## src/vro_pkg.sv

```systemverilog
// Shared constants and types for the voltage-restrained overcurrent stage
package vro_pkg;
   // Timing
   localparam int CLK_PERIOD_NS = 10;
   localparam int PROGRAM_CYCLE_NS = 5000000;
   localparam int CYCLE_CLKS = PROGRAM_CYCLE_NS / CLK_PERIOD_NS;

   // Register byte offsets
   localparam logic [7:0] CTRL_OFS = 8'h00;
   localparam logic [7:0] ILOW_OFS = 8'h04;
   localparam logic [7:0] IHIGH_OFS = 8'h08;
   localparam logic [7:0] ULOW_OFS = 8'h0C;
   localparam logic [7:0] UHIGH_OFS = 8'h10;
   localparam logic [7:0] STATUS_OFS = 8'h14;
   localparam logic [7:0] PICKUP_OFS = 8'h18;
   localparam logic [7:0] U1_OFS = 8'h1C;
   localparam logic [7:0] RATIO_OFS = 8'h20;
   localparam logic [7:0] IRQ_STAT_OFS = 8'h2C;
   localparam logic [7:0] IRQ_MASK_OFS = 8'h30;

   // Control register fields
   localparam int ALLOW_MODE_BIT = 0;
   localparam int FORCE_EN_BIT = 1;
   localparam int MODE_LSB = 4;
   localparam int FORCE_LSB = 8;

   // Status register fields
   localparam int COND_LSB = 0;
   localparam int PICK_LSB = 4;
   localparam int RESTR_BIT = 8;
   localparam int BLK_BIT = 9;
   localparam int EFF_MODE_LSB = 12;

   // Interrupt bits
   localparam int IRQ_BITS = 4;
   localparam int IRQ_START_ON = 0;
   localparam int IRQ_START_OFF = 1;
   localparam int IRQ_BLK_ON = 2;
   localparam int IRQ_BLK_OFF = 3;

   // Reset values: currents in 0.01 xIn, voltages in 0.01 %Un
   localparam logic [15:0] ILOW_RST = 16'h0014;
   localparam logic [15:0] IHIGH_RST = 16'h0078;
   localparam logic [15:0] ULOW_RST = 16'h07D0;
   localparam logic [15:0] UHIGH_RST = 16'h2710;

   localparam logic [23:0] RESET_RATIO_PCT = 24'h000061;
   localparam logic [23:0] PCT_SCALE = 24'h000064;
   localparam logic [31:0] RATIO_SCALE = 32'h00000064;
   // Approximate 1/3 in 16-bit fixed point
   localparam logic [15:0] THIRD_Q16 = 16'h5556;

   typedef enum logic [2:0] {
      MODE_ON = 3'b000,
      MODE_BLOCKED = 3'b001,
      MODE_TEST = 3'b010,
      MODE_TEST_BLOCKED = 3'b011,
      MODE_OFF = 3'b100
   } vro_mode_type;

   typedef enum logic [1:0] {
      COND_NORMAL = 2'b00,
      COND_START = 2'b01,
      COND_TRIP = 2'b10,
      COND_BLOCKED = 2'b11
   } vro_cond_type;
endpackage

```

## src/vro_div.sv

```systemverilog
// Sequential radix-2 divider, 32-bit dividend by 16-bit divisor
`timescale 1ns/1ns
`default_nettype none
module vro_div (
   input wire logic hclk, // Clock
   input wire logic hresetn, // Async reset, active low
   input wire logic start, // Start pulse, ignored while busy
   input wire logic [31:0] dividend, // Numerator
   input wire logic [15:0] divisor, // Denominator
   output logic busy, // Division running
   output logic done, // One-cycle pulse, quotient valid
   output logic [31:0] quotient // Result, all ones on divide by zero
);
   logic [5:0] cnt_q;
   logic [31:0] num_q;
   logic [16:0] rem_q;
   logic [15:0] den_q;
   logic [16:0] trial;

   assign trial = {rem_q[15:0], num_q[31]};
   assign busy = (cnt_q != 6'h00);

   always_ff @(posedge hclk or negedge hresetn) begin
      if (!hresetn) begin
         cnt_q <= 6'h00;
         num_q <= 32'h00000000;
         rem_q <= 17'h00000;
         den_q <= 16'h0000;
         done <= 1'b0;
         quotient <= 32'h00000000;
      end else begin
         done <= 1'b0;
         if (start && !busy) begin
            cnt_q <= 6'h20;
            num_q <= dividend;
            rem_q <= 17'h00000;
            den_q <= divisor;
         end else if (busy) begin
            cnt_q <= cnt_q - 6'h01;
            if (trial >= {1'b0, den_q}) begin
               rem_q <= trial - {1'b0, den_q};
               num_q <= {num_q[30:0], 1'b1};
            end else begin
               rem_q <= trial;
               num_q <= {num_q[30:0], 1'b0};
            end
            if (cnt_q == 6'h01) begin
               done <= 1'b1;
               if (den_q == 16'h0000) begin
                  quotient <= 32'hFFFFFFFF;
               end else begin
                  quotient <= {num_q[30:0], (trial >= {1'b0, den_q})};
               end
            end
         end
      end
   end
endmodule
`default_nettype wire

```

## src/vro_stage.sv

```systemverilog
// Voltage-restrained overcurrent stage with AHB-Lite register slave
//
// Chosen here: the AHB-Lite register port and the placing of the registers.
`timescale 1ns/1ns
`default_nettype none
// How it works
// - With the high voltage knee above the low one the stage runs restrained.
// - In restrained mode the pick-up level rises as voltage rises between the knees.
// - The steering voltage is the positive sequence estimate from voltage channels 1 to 3; channel 4 is unused.
// - Equal voltage knees give voltage-controlled action, live only below that voltage.
// - Three phase currents and four voltage channels arrive on a 5 ms time base.
// - Each program cycle a current to pick-up ratio is computed per phase.
// - A phase current above the pick-up level is a pick-up condition.
// - A picked phase releases only below 97 percent of the pick-up level.
// - Operating mode on, blocked, test, test-blocked or off, default on, needs allow bit.
// - Forced status normal, start, trip or blocked, default normal, needs enable bit.
// - Mode and forcing settings sit apart from the group-switchable knees.
// - Knee settings may change while running and take effect next program cycle.
// - Current knees in 0.01 xIn steps, defaults 0.2 and 1.2 xIn.
// - Voltage knees in 0.01 %Un steps, defaults 20 and 100 %Un.
// - Blocking is sampled at each cycle start; pick-up while blocked gives blocked.
module vro_stage #(
   parameter int CYCLE_CLKS = vro_pkg::CYCLE_CLKS
) (
   input wire logic hclk, // Clock, 100 MHz
   input wire logic hresetn, // Async reset, active low
   input wire logic hsel, // Slave select
   input wire logic [31:0] haddr, // Address
   input wire logic [1:0] htrans, // Transfer type
   input wire logic hwrite, // Write
   input wire logic [2:0] hsize, // Size, word only
   input wire logic [31:0] hwdata, // Write data
   input wire logic hready, // Bus ready
   output logic [31:0] hrdata, // Read data
   output logic hreadyout, // Slave ready
   output logic hresp, // Response, always OKAY
   input wire logic [15:0] i_l1, // Phase 1 current, 0.01 xIn
   input wire logic [15:0] i_l2, // Phase 2 current
   input wire logic [15:0] i_l3, // Phase 3 current
   input wire logic [15:0] u_ch1, // Voltage channel 1, 0.01 %Un
   input wire logic [15:0] u_ch2, // Voltage channel 2
   input wire logic [15:0] u_ch3, // Voltage channel 3
   input wire logic [15:0] u_ch4, // Voltage channel 4
   input wire logic block_in, // Blocking input, asynchronous
   output logic start_out, // Start condition
   output logic trip_out, // Trip condition
   output logic blocked_out, // Blocked condition
   output logic irq // Interrupt, level
);
   typedef enum logic [2:0] {
      ST_IDLE = 3'b000,
      ST_PU = 3'b001,
      ST_WAIT_PU = 3'b010,
      ST_EVAL = 3'b011,
      ST_WAIT_R = 3'b100
   } vro_state_type;

   vro_state_type state_q;
   logic [31:0] tick_cnt_q;
   logic tick_q;
   logic blk_s1_q, blk_s2_q, blk_q;
   logic [15:0] ilow_q, ihigh_q, ulow_q, uhigh_q;
   logic allow_mode_q, force_en_q;
   vro_pkg::vro_mode_type mode_q, eff_mode;
   vro_pkg::vro_cond_type force_q, eff_force, cond_q, cond_d;
   logic [15:0] im_q [3];
   logic [15:0] u1_q, pickup_q;
   logic [15:0] ratio_q [3];
   logic [2:0] picked_q, pick_d;
   logic [1:0] idx_q;
   logic restrained, interp, armed;
   logic [17:0] u_sum;
   logic [33:0] u_prod;
   logic [15:0] di;
   logic div_start, div_busy, div_done;
   logic [31:0] div_num, div_q;
   logic [15:0] div_den;
   logic wr_pend_q;
   logic [7:0] wr_addr_q;
   logic [31:0] rd_data;
   logic [vro_pkg::IRQ_BITS-1:0] irq_st_q, irq_mask_q, irq_ev;
   logic addr_ok;

   assign restrained = (uhigh_q > ulow_q);
   assign interp = restrained && (u1_q > ulow_q) && (u1_q < uhigh_q);
   assign armed = restrained || (u1_q < ulow_q);
   assign di = (ihigh_q >= ilow_q) ? (ihigh_q - ilow_q) : (ilow_q - ihigh_q);
   assign eff_mode = allow_mode_q ? mode_q : vro_pkg::MODE_ON;
   assign eff_force = force_en_q ? force_q : vro_pkg::COND_NORMAL;
   // Balanced magnitude estimate of the positive sequence voltage
   assign u_sum = {2'b00, u_ch1} + {2'b00, u_ch2} + {2'b00, u_ch3};
   assign u_prod = {16'h0000, u_sum} * {18'h00000, vro_pkg::THIRD_Q16};

   // Program cycle divider
   always_ff @(posedge hclk or negedge hresetn) begin
      if (!hresetn) begin
         tick_cnt_q <= 32'h00000000;
         tick_q <= 1'b0;
      end else begin
         tick_q <= (tick_cnt_q == 32'(CYCLE_CLKS - 1));
         tick_cnt_q <= (tick_cnt_q == 32'(CYCLE_CLKS - 1)) ? 32'h00000000 : tick_cnt_q + 32'h1;
      end
   end

   always_ff @(posedge hclk or negedge hresetn) begin
      if (!hresetn) begin
         blk_s1_q <= 1'b0;
         blk_s2_q <= 1'b0;
      end else begin
         blk_s1_q <= block_in;
         blk_s2_q <= blk_s1_q;
      end
   end

   // Inputs latched at the start of each program cycle
   always_ff @(posedge hclk or negedge hresetn) begin
      if (!hresetn) begin
         blk_q <= 1'b0;
         u1_q <= 16'h0000;
         im_q <= '{default: 16'h0000};
      end else if (tick_q && state_q == ST_IDLE) begin
         blk_q <= blk_s2_q;
         u1_q <= u_prod[31:16];
         im_q <= '{i_l1, i_l2, i_l3};
      end
   end

   always_comb begin
      div_start = 1'b0;
      div_num = 32'h00000000;
      div_den = 16'h0000;
      if (state_q == ST_PU && interp) begin
         div_start = 1'b1;
         div_num = {16'h0000, di} * {16'h0000, (u1_q - ulow_q)};
         div_den = uhigh_q - ulow_q;
      end else if (state_q == ST_EVAL || (state_q == ST_WAIT_R && div_done && idx_q != 2'd2)) begin
         div_start = 1'b1;
         div_num = {16'h0000, im_q[(state_q == ST_EVAL) ? 2'd0 : idx_q + 2'd1]} * vro_pkg::RATIO_SCALE;
         div_den = pickup_q;
      end
   end

   vro_div u_div (
      .hclk(hclk),
      .hresetn(hresetn),
      .start(div_start),
      .dividend(div_num),
      .divisor(div_den),
      .busy(div_busy),
      .done(div_done),
      .quotient(div_q)
   );

   always_ff @(posedge hclk or negedge hresetn) begin
      if (!hresetn) begin
         state_q <= ST_IDLE;
         idx_q <= 2'd0;
      end else begin
         case (state_q)
            ST_IDLE: begin
               if (tick_q) state_q <= ST_PU;
            end
            ST_PU: begin
               state_q <= interp ? ST_WAIT_PU : ST_EVAL;
            end
            ST_WAIT_PU: begin
               if (div_done) state_q <= ST_EVAL;
            end
            ST_EVAL: begin
               idx_q <= 2'd0;
               state_q <= ST_WAIT_R;
            end
            ST_WAIT_R: begin
               if (div_done) begin
                  if (idx_q == 2'd2) state_q <= ST_IDLE;
                  else idx_q <= idx_q + 2'd1;
               end
            end
            default: state_q <= ST_IDLE;
         endcase
      end
   end

   // Pick-up level from the knee characteristic
   always_ff @(posedge hclk or negedge hresetn) begin
      if (!hresetn) begin
         pickup_q <= vro_pkg::ILOW_RST;
      end else if (state_q == ST_PU && !interp) begin
         pickup_q <= (restrained && u1_q >= uhigh_q) ? ihigh_q : ilow_q;
      end else if (state_q == ST_WAIT_PU && div_done) begin
         pickup_q <= (ihigh_q >= ilow_q) ? ilow_q + div_q[15:0] : ilow_q - div_q[15:0];
      end
   end

   always_ff @(posedge hclk or negedge hresetn) begin
      if (!hresetn) begin
         ratio_q <= '{default: 16'h0000};
      end else if (state_q == ST_WAIT_R && div_done) begin
         ratio_q[idx_q] <= (div_q > 32'h0000FFFF) ? 16'hFFFF : div_q[15:0];
      end
   end

   for (genvar g = 0; g < 3; g++) begin : g_phase
      logic [23:0] im_pct, pu_rel;
      assign im_pct = {8'h00, im_q[g]} * vro_pkg::PCT_SCALE;
      assign pu_rel = {8'h00, pickup_q} * vro_pkg::RESET_RATIO_PCT;
      assign pick_d[g] = armed && (eff_mode != vro_pkg::MODE_OFF) &&
         (picked_q[g] ? (im_pct >= pu_rel) : (im_q[g] > pickup_q));
   end

   always_comb begin
      if (eff_force != vro_pkg::COND_NORMAL) begin
         cond_d = eff_force;
      end else if (|pick_d) begin
         cond_d = (blk_q || eff_mode == vro_pkg::MODE_BLOCKED ||
            eff_mode == vro_pkg::MODE_TEST_BLOCKED) ? vro_pkg::COND_BLOCKED : vro_pkg::COND_START;
      end else begin
         cond_d = vro_pkg::COND_NORMAL;
      end
   end

   always_ff @(posedge hclk or negedge hresetn) begin
      if (!hresetn) begin
         picked_q <= 3'b000;
         cond_q <= vro_pkg::COND_NORMAL;
      end else if (state_q == ST_EVAL) begin
         picked_q <= pick_d;
         cond_q <= cond_d;
      end
   end

   assign start_out = (cond_q == vro_pkg::COND_START);
   assign trip_out = (cond_q == vro_pkg::COND_TRIP);
   assign blocked_out = (cond_q == vro_pkg::COND_BLOCKED);

   // Bus slave: zero wait states, write applied in data phase
   assign hreadyout = 1'b1;
   assign hresp = 1'b0;
   assign addr_ok = hsel && hready && htrans[1] && (hsize == 3'b010);

   always_comb begin
      case (haddr[7:0])
         vro_pkg::CTRL_OFS: rd_data = 32'({force_q, 1'b0, mode_q, 2'b00,
            force_en_q, allow_mode_q});
         vro_pkg::ILOW_OFS: rd_data = {16'h0000, ilow_q};
         vro_pkg::IHIGH_OFS: rd_data = {16'h0000, ihigh_q};
         vro_pkg::ULOW_OFS: rd_data = {16'h0000, ulow_q};
         vro_pkg::UHIGH_OFS: rd_data = {16'h0000, uhigh_q};
         vro_pkg::STATUS_OFS: rd_data = 32'({1'b0, eff_mode, 2'b00, blk_q, restrained,
            1'b0, picked_q, 2'b00, cond_q});
         vro_pkg::PICKUP_OFS: rd_data = {16'h0000, pickup_q};
         vro_pkg::U1_OFS: rd_data = {16'h0000, u1_q};
         vro_pkg::RATIO_OFS: rd_data = {16'h0000, ratio_q[0]};
         vro_pkg::RATIO_OFS + 8'h04: rd_data = {16'h0000, ratio_q[1]};
         vro_pkg::RATIO_OFS + 8'h08: rd_data = {16'h0000, ratio_q[2]};
         vro_pkg::IRQ_STAT_OFS: rd_data = 32'(irq_st_q);
         vro_pkg::IRQ_MASK_OFS: rd_data = 32'(irq_mask_q);
         default: rd_data = 32'h00000000;
      endcase
   end

   always_ff @(posedge hclk or negedge hresetn) begin
      if (!hresetn) begin
         wr_pend_q <= 1'b0;
         wr_addr_q <= 8'h00;
         hrdata <= 32'h00000000;
      end else begin
         wr_pend_q <= addr_ok && hwrite;
         if (addr_ok) wr_addr_q <= haddr[7:0];
         if (addr_ok && !hwrite) hrdata <= rd_data;
      end
   end

   // Static settings, outside any setting group
   always_ff @(posedge hclk or negedge hresetn) begin
      if (!hresetn) begin
         allow_mode_q <= 1'b0;
         force_en_q <= 1'b0;
         mode_q <= vro_pkg::MODE_ON;
         force_q <= vro_pkg::COND_NORMAL;
      end else if (wr_pend_q && wr_addr_q == vro_pkg::CTRL_OFS) begin
         allow_mode_q <= hwdata[vro_pkg::ALLOW_MODE_BIT];
         force_en_q <= hwdata[vro_pkg::FORCE_EN_BIT];
         mode_q <= (hwdata[vro_pkg::MODE_LSB +: 3] > 3'b100) ? vro_pkg::MODE_ON :
            vro_pkg::vro_mode_type'(hwdata[vro_pkg::MODE_LSB +: 3]);
         force_q <= vro_pkg::vro_cond_type'(hwdata[vro_pkg::FORCE_LSB +: 2]);
      end
   end

   // Group-switchable knees, applied live
   always_ff @(posedge hclk or negedge hresetn) begin
      if (!hresetn) begin
         ilow_q <= vro_pkg::ILOW_RST;
         ihigh_q <= vro_pkg::IHIGH_RST;
         ulow_q <= vro_pkg::ULOW_RST;
         uhigh_q <= vro_pkg::UHIGH_RST;
      end else if (wr_pend_q) begin
         if (wr_addr_q == vro_pkg::ILOW_OFS) ilow_q <= hwdata[15:0];
         if (wr_addr_q == vro_pkg::IHIGH_OFS) ihigh_q <= hwdata[15:0];
         if (wr_addr_q == vro_pkg::ULOW_OFS) ulow_q <= hwdata[15:0];
         if (wr_addr_q == vro_pkg::UHIGH_OFS) uhigh_q <= hwdata[15:0];
      end
   end

   // Sticky events, write one to clear, set wins
   always_comb begin
      irq_ev = '0;
      if (state_q == ST_EVAL) begin
         irq_ev[vro_pkg::IRQ_START_ON] = (cond_d == vro_pkg::COND_START) && !start_out;
         irq_ev[vro_pkg::IRQ_START_OFF] = (cond_d != vro_pkg::COND_START) && start_out;
         irq_ev[vro_pkg::IRQ_BLK_ON] = (cond_d == vro_pkg::COND_BLOCKED) && !blocked_out;
         irq_ev[vro_pkg::IRQ_BLK_OFF] = (cond_d != vro_pkg::COND_BLOCKED) && blocked_out;
      end
   end

   always_ff @(posedge hclk or negedge hresetn) begin
      if (!hresetn) begin
         irq_st_q <= '0;
         irq_mask_q <= '0;
      end else begin
         if (wr_pend_q && wr_addr_q == vro_pkg::IRQ_STAT_OFS) begin
            irq_st_q <= (irq_st_q & ~hwdata[vro_pkg::IRQ_BITS-1:0]) | irq_ev;
         end else begin
            irq_st_q <= irq_st_q | irq_ev;
         end
         if (wr_pend_q && wr_addr_q == vro_pkg::IRQ_MASK_OFS) begin
            irq_mask_q <= hwdata[vro_pkg::IRQ_BITS-1:0];
         end
      end
   end

   assign irq = |(irq_st_q & irq_mask_q);

   low_hold_a: assert property (@(posedge hclk) disable iff (!hresetn)
      (state_q == ST_EVAL && restrained && u1_q <= ulow_q) |-> pickup_q == ilow_q)
      else $error("pickup not at low knee");
   high_hold_a: assert property (@(posedge hclk) disable iff (!hresetn)
      (state_q == ST_EVAL && restrained && u1_q >= uhigh_q) |-> pickup_q == ihigh_q)
      else $error("pickup not at high knee");
   rise_between_a: assert property (@(posedge hclk) disable iff (!hresetn)
      (state_q == ST_EVAL && restrained && ilow_q <= ihigh_q && $stable(ilow_q) &&
      $stable(ihigh_q)) |-> pickup_q >= ilow_q && pickup_q <= ihigh_q)
      else $error("pickup outside knees");
   vc_inhibit_a: assert property (@(posedge hclk) disable iff (!hresetn)
      (state_q == ST_EVAL && !restrained && u1_q >= ulow_q) |=> picked_q == 3'b000)
      else $error("controlled mode picked above voltage");
   pick_up_a: assert property (@(posedge hclk) disable iff (!hresetn)
      (state_q == ST_EVAL && armed && eff_mode != vro_pkg::MODE_OFF && im_q[0] > pickup_q)
      |=> picked_q[0])
      else $error("phase 1 failed to pick up");
   reset_ratio_a: assert property (@(posedge hclk) disable iff (!hresetn)
      (state_q == ST_EVAL && armed && picked_q[1] && eff_mode != vro_pkg::MODE_OFF &&
      {8'h00, im_q[1]} * 24'd100 >= {8'h00, pickup_q} * 24'd97) |=> picked_q[1])
      else $error("phase 2 released above 97 percent");
   block_cond_a: assert property (@(posedge hclk) disable iff (!hresetn)
      (state_q == ST_EVAL && |pick_d && blk_q && !force_en_q) |=> blocked_out && !start_out)
      else $error("blocked pick-up did not give blocked");
   mode_off_a: assert property (@(posedge hclk) disable iff (!hresetn)
      (state_q == ST_EVAL && eff_mode == vro_pkg::MODE_OFF) |=> picked_q == 3'b000)
      else $error("off mode picked up");
   ratio_seq_a: assert property (@(posedge hclk) disable iff (!hresetn)
      (state_q == ST_EVAL) |=> ##[1:120] (state_q == ST_IDLE))
      else $error("ratios not finished");
   force_out_a: assert property (@(posedge hclk) disable iff (!hresetn)
      (state_q == ST_EVAL && force_en_q && force_q == vro_pkg::COND_TRIP) |=> trip_out)
      else $error("forced trip missing");
endmodule
`default_nettype wire
```

## config.mk

```make
export PLATFORM = sky130hd
export DESIGN_NAME = vro_stage
export DESIGN_NICKNAME = d
export VERILOG_FILES = /design/src/vro_pkg.sv /design/src/vro_div.sv /design/src/vro_stage.sv
export SDC_FILE = /design/constraint.sdc
export NUM_CORES = 2
export LEC_CHECK = 0
export BUFFER_PORTS_ARGS = -buffer_cell sky130_fd_sc_hd__buf_2
export CAP_MARGIN = 20
export CORE_UTILIZATION = 44
export CTS_CLUSTER_DIAMETER = 200
export DETAILED_ROUTE_END_ITERATION = 12
export SYNTH_ARGS = -nofsm -noshare
export SYNTH_HDL_FRONTEND = slang
export SYNTH_SLANG_ARGS = --single-unit
```

## constraint.sdc

```tcl
create_clock -name hclk -period 14.85 [get_ports hclk]
set_clock_uncertainty 0.05 [all_clocks]
set_input_delay 2.97 -clock hclk [delete_from_list [all_inputs] [get_ports hclk]]
set_output_delay 2.97 -clock hclk [all_outputs]
set_load 0.03 [all_outputs]
```

==> metrics.txt <==
outcome finished, final reports clean; via/cell ratio between 5 and 6; Avg WL per Cell 20.2 um; Area Overhead vs Synth 8.87%; post-CTS repair timing setup buffer count 0; Netlist Area Pre-Place 45500 um2; Compound-Gate Fraction of Synth Area 0.158; Buf/Inv on CP 5; maximum clock rate around 0.094 GHz; full die area 105000 um2; fraction of the mapped netlist area in simple logic gates 0.126; reg-to-reg slack, setup 4.51 ns; Post-Synth XOR/XNOR Area 0.0501; Detail Placement HPWL 107 mm; largest delay contributor family on the critical path adder cells; Vias 36700; Adder-Cell Fraction of Synth Area 0.354; GRT Residual Overflow 0; Min-Delay Path Class reg -> reg; Synth top area share 0.200; Starting Density 0.446; I/O Buffers 149; Critical Path Source Type primary input; Final Wtd Congestion slightly below 1; Max-Cap Viols 0; syn_area_per_cell 8.90 um2; biggest area consumer among synthesized cells ha_1; min cycle time layout 10.67 ns; Die Span Y 324 um; CTS tree yes; critical path's slowest cell fa_1; largest stage delay on the critical path 0.57 ns; Inserted Diodes 0; max-slew violations 0; Clk Latency, worst-skew pair 0.61 ns; Num CTS Buffers 47; H-tree depth 2; RSZ-0062 raised after global routing false; mux cell area share after synthesis 0.0204; Final period util 0.719; largest net degree at the start of global routing 108; wirelength, routed 134 mm; Final Setup Violations 0; Pre-Repair DR Iteration Count 8; Root Buffer clkbuf_16; dpl cells 6547; Iter 0 DRT Violations 2637; clock tree buffer depth 3; final std cells w/o fill ~6600; number of synthesized flops with an enable pin 0; Ports 225; Slew headroom 0.197; clk sink count 381; critical path arrival between 10 and 15 ns; CP max FO 5; ranking of synthesized cells by area ha_1, dfrtp_1, fa_1, inv_1, nand2_1; drt drc 0; most frequent cell after synthesis inv_1; final hold violations 0; Setup crit end kind flop; CTS resizes 0; Seq/Total Area, Yosys 0.210; Netlist cell types 94; total track usage 0.258; fraction of layout cells with a size suffix above 1 0.0805; Yosys warning count 0; vias in the first global route about 36000; fraction of registers with async set/reset 1.00; crit path kind in -> reg; first-pass GRT wire length between 200 and 250 mm; die width between 300 and 400 um; largest family of logic cells by synthesized area adder cells; Worst Tran Pin Value between 1 and 1.5 ns; clk slew on worst S/H paths approximately 0.06 ns; Rows 117; Synth Register Bits 381; setup TNS 0 ns; cts hold-fix bufs 0; commonest cells in the netlist inv_1, ha_1, nand2_1, dfrtp_1, fa_1; post-route antenna net violation count 0; Placeable Area just over 100000 um2; initial antenna violation count 4; WP data required 15.24 ns; Mapped Cells 5116; Synth Flop Type dfrtp_1; Layout Nets around 6500
cells by family (layout without fill, tap and decap cells):
| group | after synthesis | in the layout |
|---|---|---|
| xor+xnor | 257 | 257 |
| simple gates | 1252 | 1252 |
| flops | 381 | 381 |
| mux | 84 | 84 |
| compound gates | 1103 | 1103 |
| fa+ha+maj | 1078 | 1078 |
| buf+inv | 959 | 1093 |
| other cells | 2 | 18 |
registers in the layout (all words and copies together), names as in the netlist, 16 cells and up:
name / flops
u_div.rem_q: 16
u1_q: 16
ratio_q: 48
u_div.num_q: 32
tick_cnt_q: 32
pickup_q: 16
ulow_q: 16
uhigh_q: 16
u_div.quotient: 32
u_div.den_q: 16
hrdata: 16
ilow_q: 16
im_q: 48
ihigh_q: 16
metal layers:
layer  vias to the layer above  track usage  part of all wire
met5                         -            0           0.00019
met4                         4       0.0680             0.029
met3                       190       0.0359             0.062
met2                      1051        0.415              0.45
met1                     17900        0.362              0.46
li1                      17500            -                 -
final cells by class:
type,instances,area [um2]
inverters,795,2980
clock buffers,60,1340
multi-input cells,3792,32400
clock inverters,26,399
well taps,1368,1710
fillers,10000,52600
repair buffers,212,1230
flip-flops and latches,381,9560
placed cells by master, fill, tap and decap left out, drive strengths merged, types with 13 or more instances in the layout:
master  Yosys  final
a211oi     39     39
o21ai     321    321
dfstp      19     19
a221oi     45     45
a21oi     245    245
o21bai     31     31
clkinv      0     13
xnor2     158    158
and3       37     37
a31oi      37     37
o211ai     14     14
mux2       52     52
nand2     492    492
and2       50     50
mux2i      32     32
nand2b     49     49
nand4      48     48
clkbuf    118     61
dfrtp     362    362
a22o       29     29
o22a       33     33
a22oi      46     46
a21o      104    104
o21a       36     36
a21boi     18     18
buf        46    211
conb        2     18
nand3      78     78
nor2      311    311
inv       795    797
nor3       55     55
fa        349    349
nor4       20     20
xor2       99     99
ha        729    729
nor2b      51     51
or3        13     13
metrics by stage:
stage	setup WS (ns)	instance area (um2)	util	hold slack, ns
after floorplan	4.50	45600	-	0.281
after global placement	3.52	47800	0.468	0.290
after detailed placement	3.53	47800	0.468	0.297
after CTS	4.14	49600	0.485	0.310
after global routing	3.43	49600	0.485	0.322
final	4.18	49600	0.485	0.313
worst paths after layout:
path	startpoint	to	cells after the start
max in group asynchronous	hresetn	u1_q[8]$_DFFE_PN0P_	3
worst min-delay path	blk_s1_q$_DFF_PN0_	blk_s2_q$_DFF_PN0_	0
min in group asynchronous	hresetn	u_div.cnt_q[2]$_DFFE_PN0P_	1
worst min register to register	blk_s1_q$_DFF_PN0_	blk_s2_q$_DFF_PN0_	0
worst max-delay path	u_ch1[2]	u1_q[15]$_DFFE_PN0P_	33
worst max register to register	ilow_q[9]$_DFFE_PN0P_	u_div.num_q[31]$_DFFE_PN0P_	34
Power is left out: the tool's default activity adds up to more than one toggle a clock period on the data nets, which glitch-free logic cannot reach.
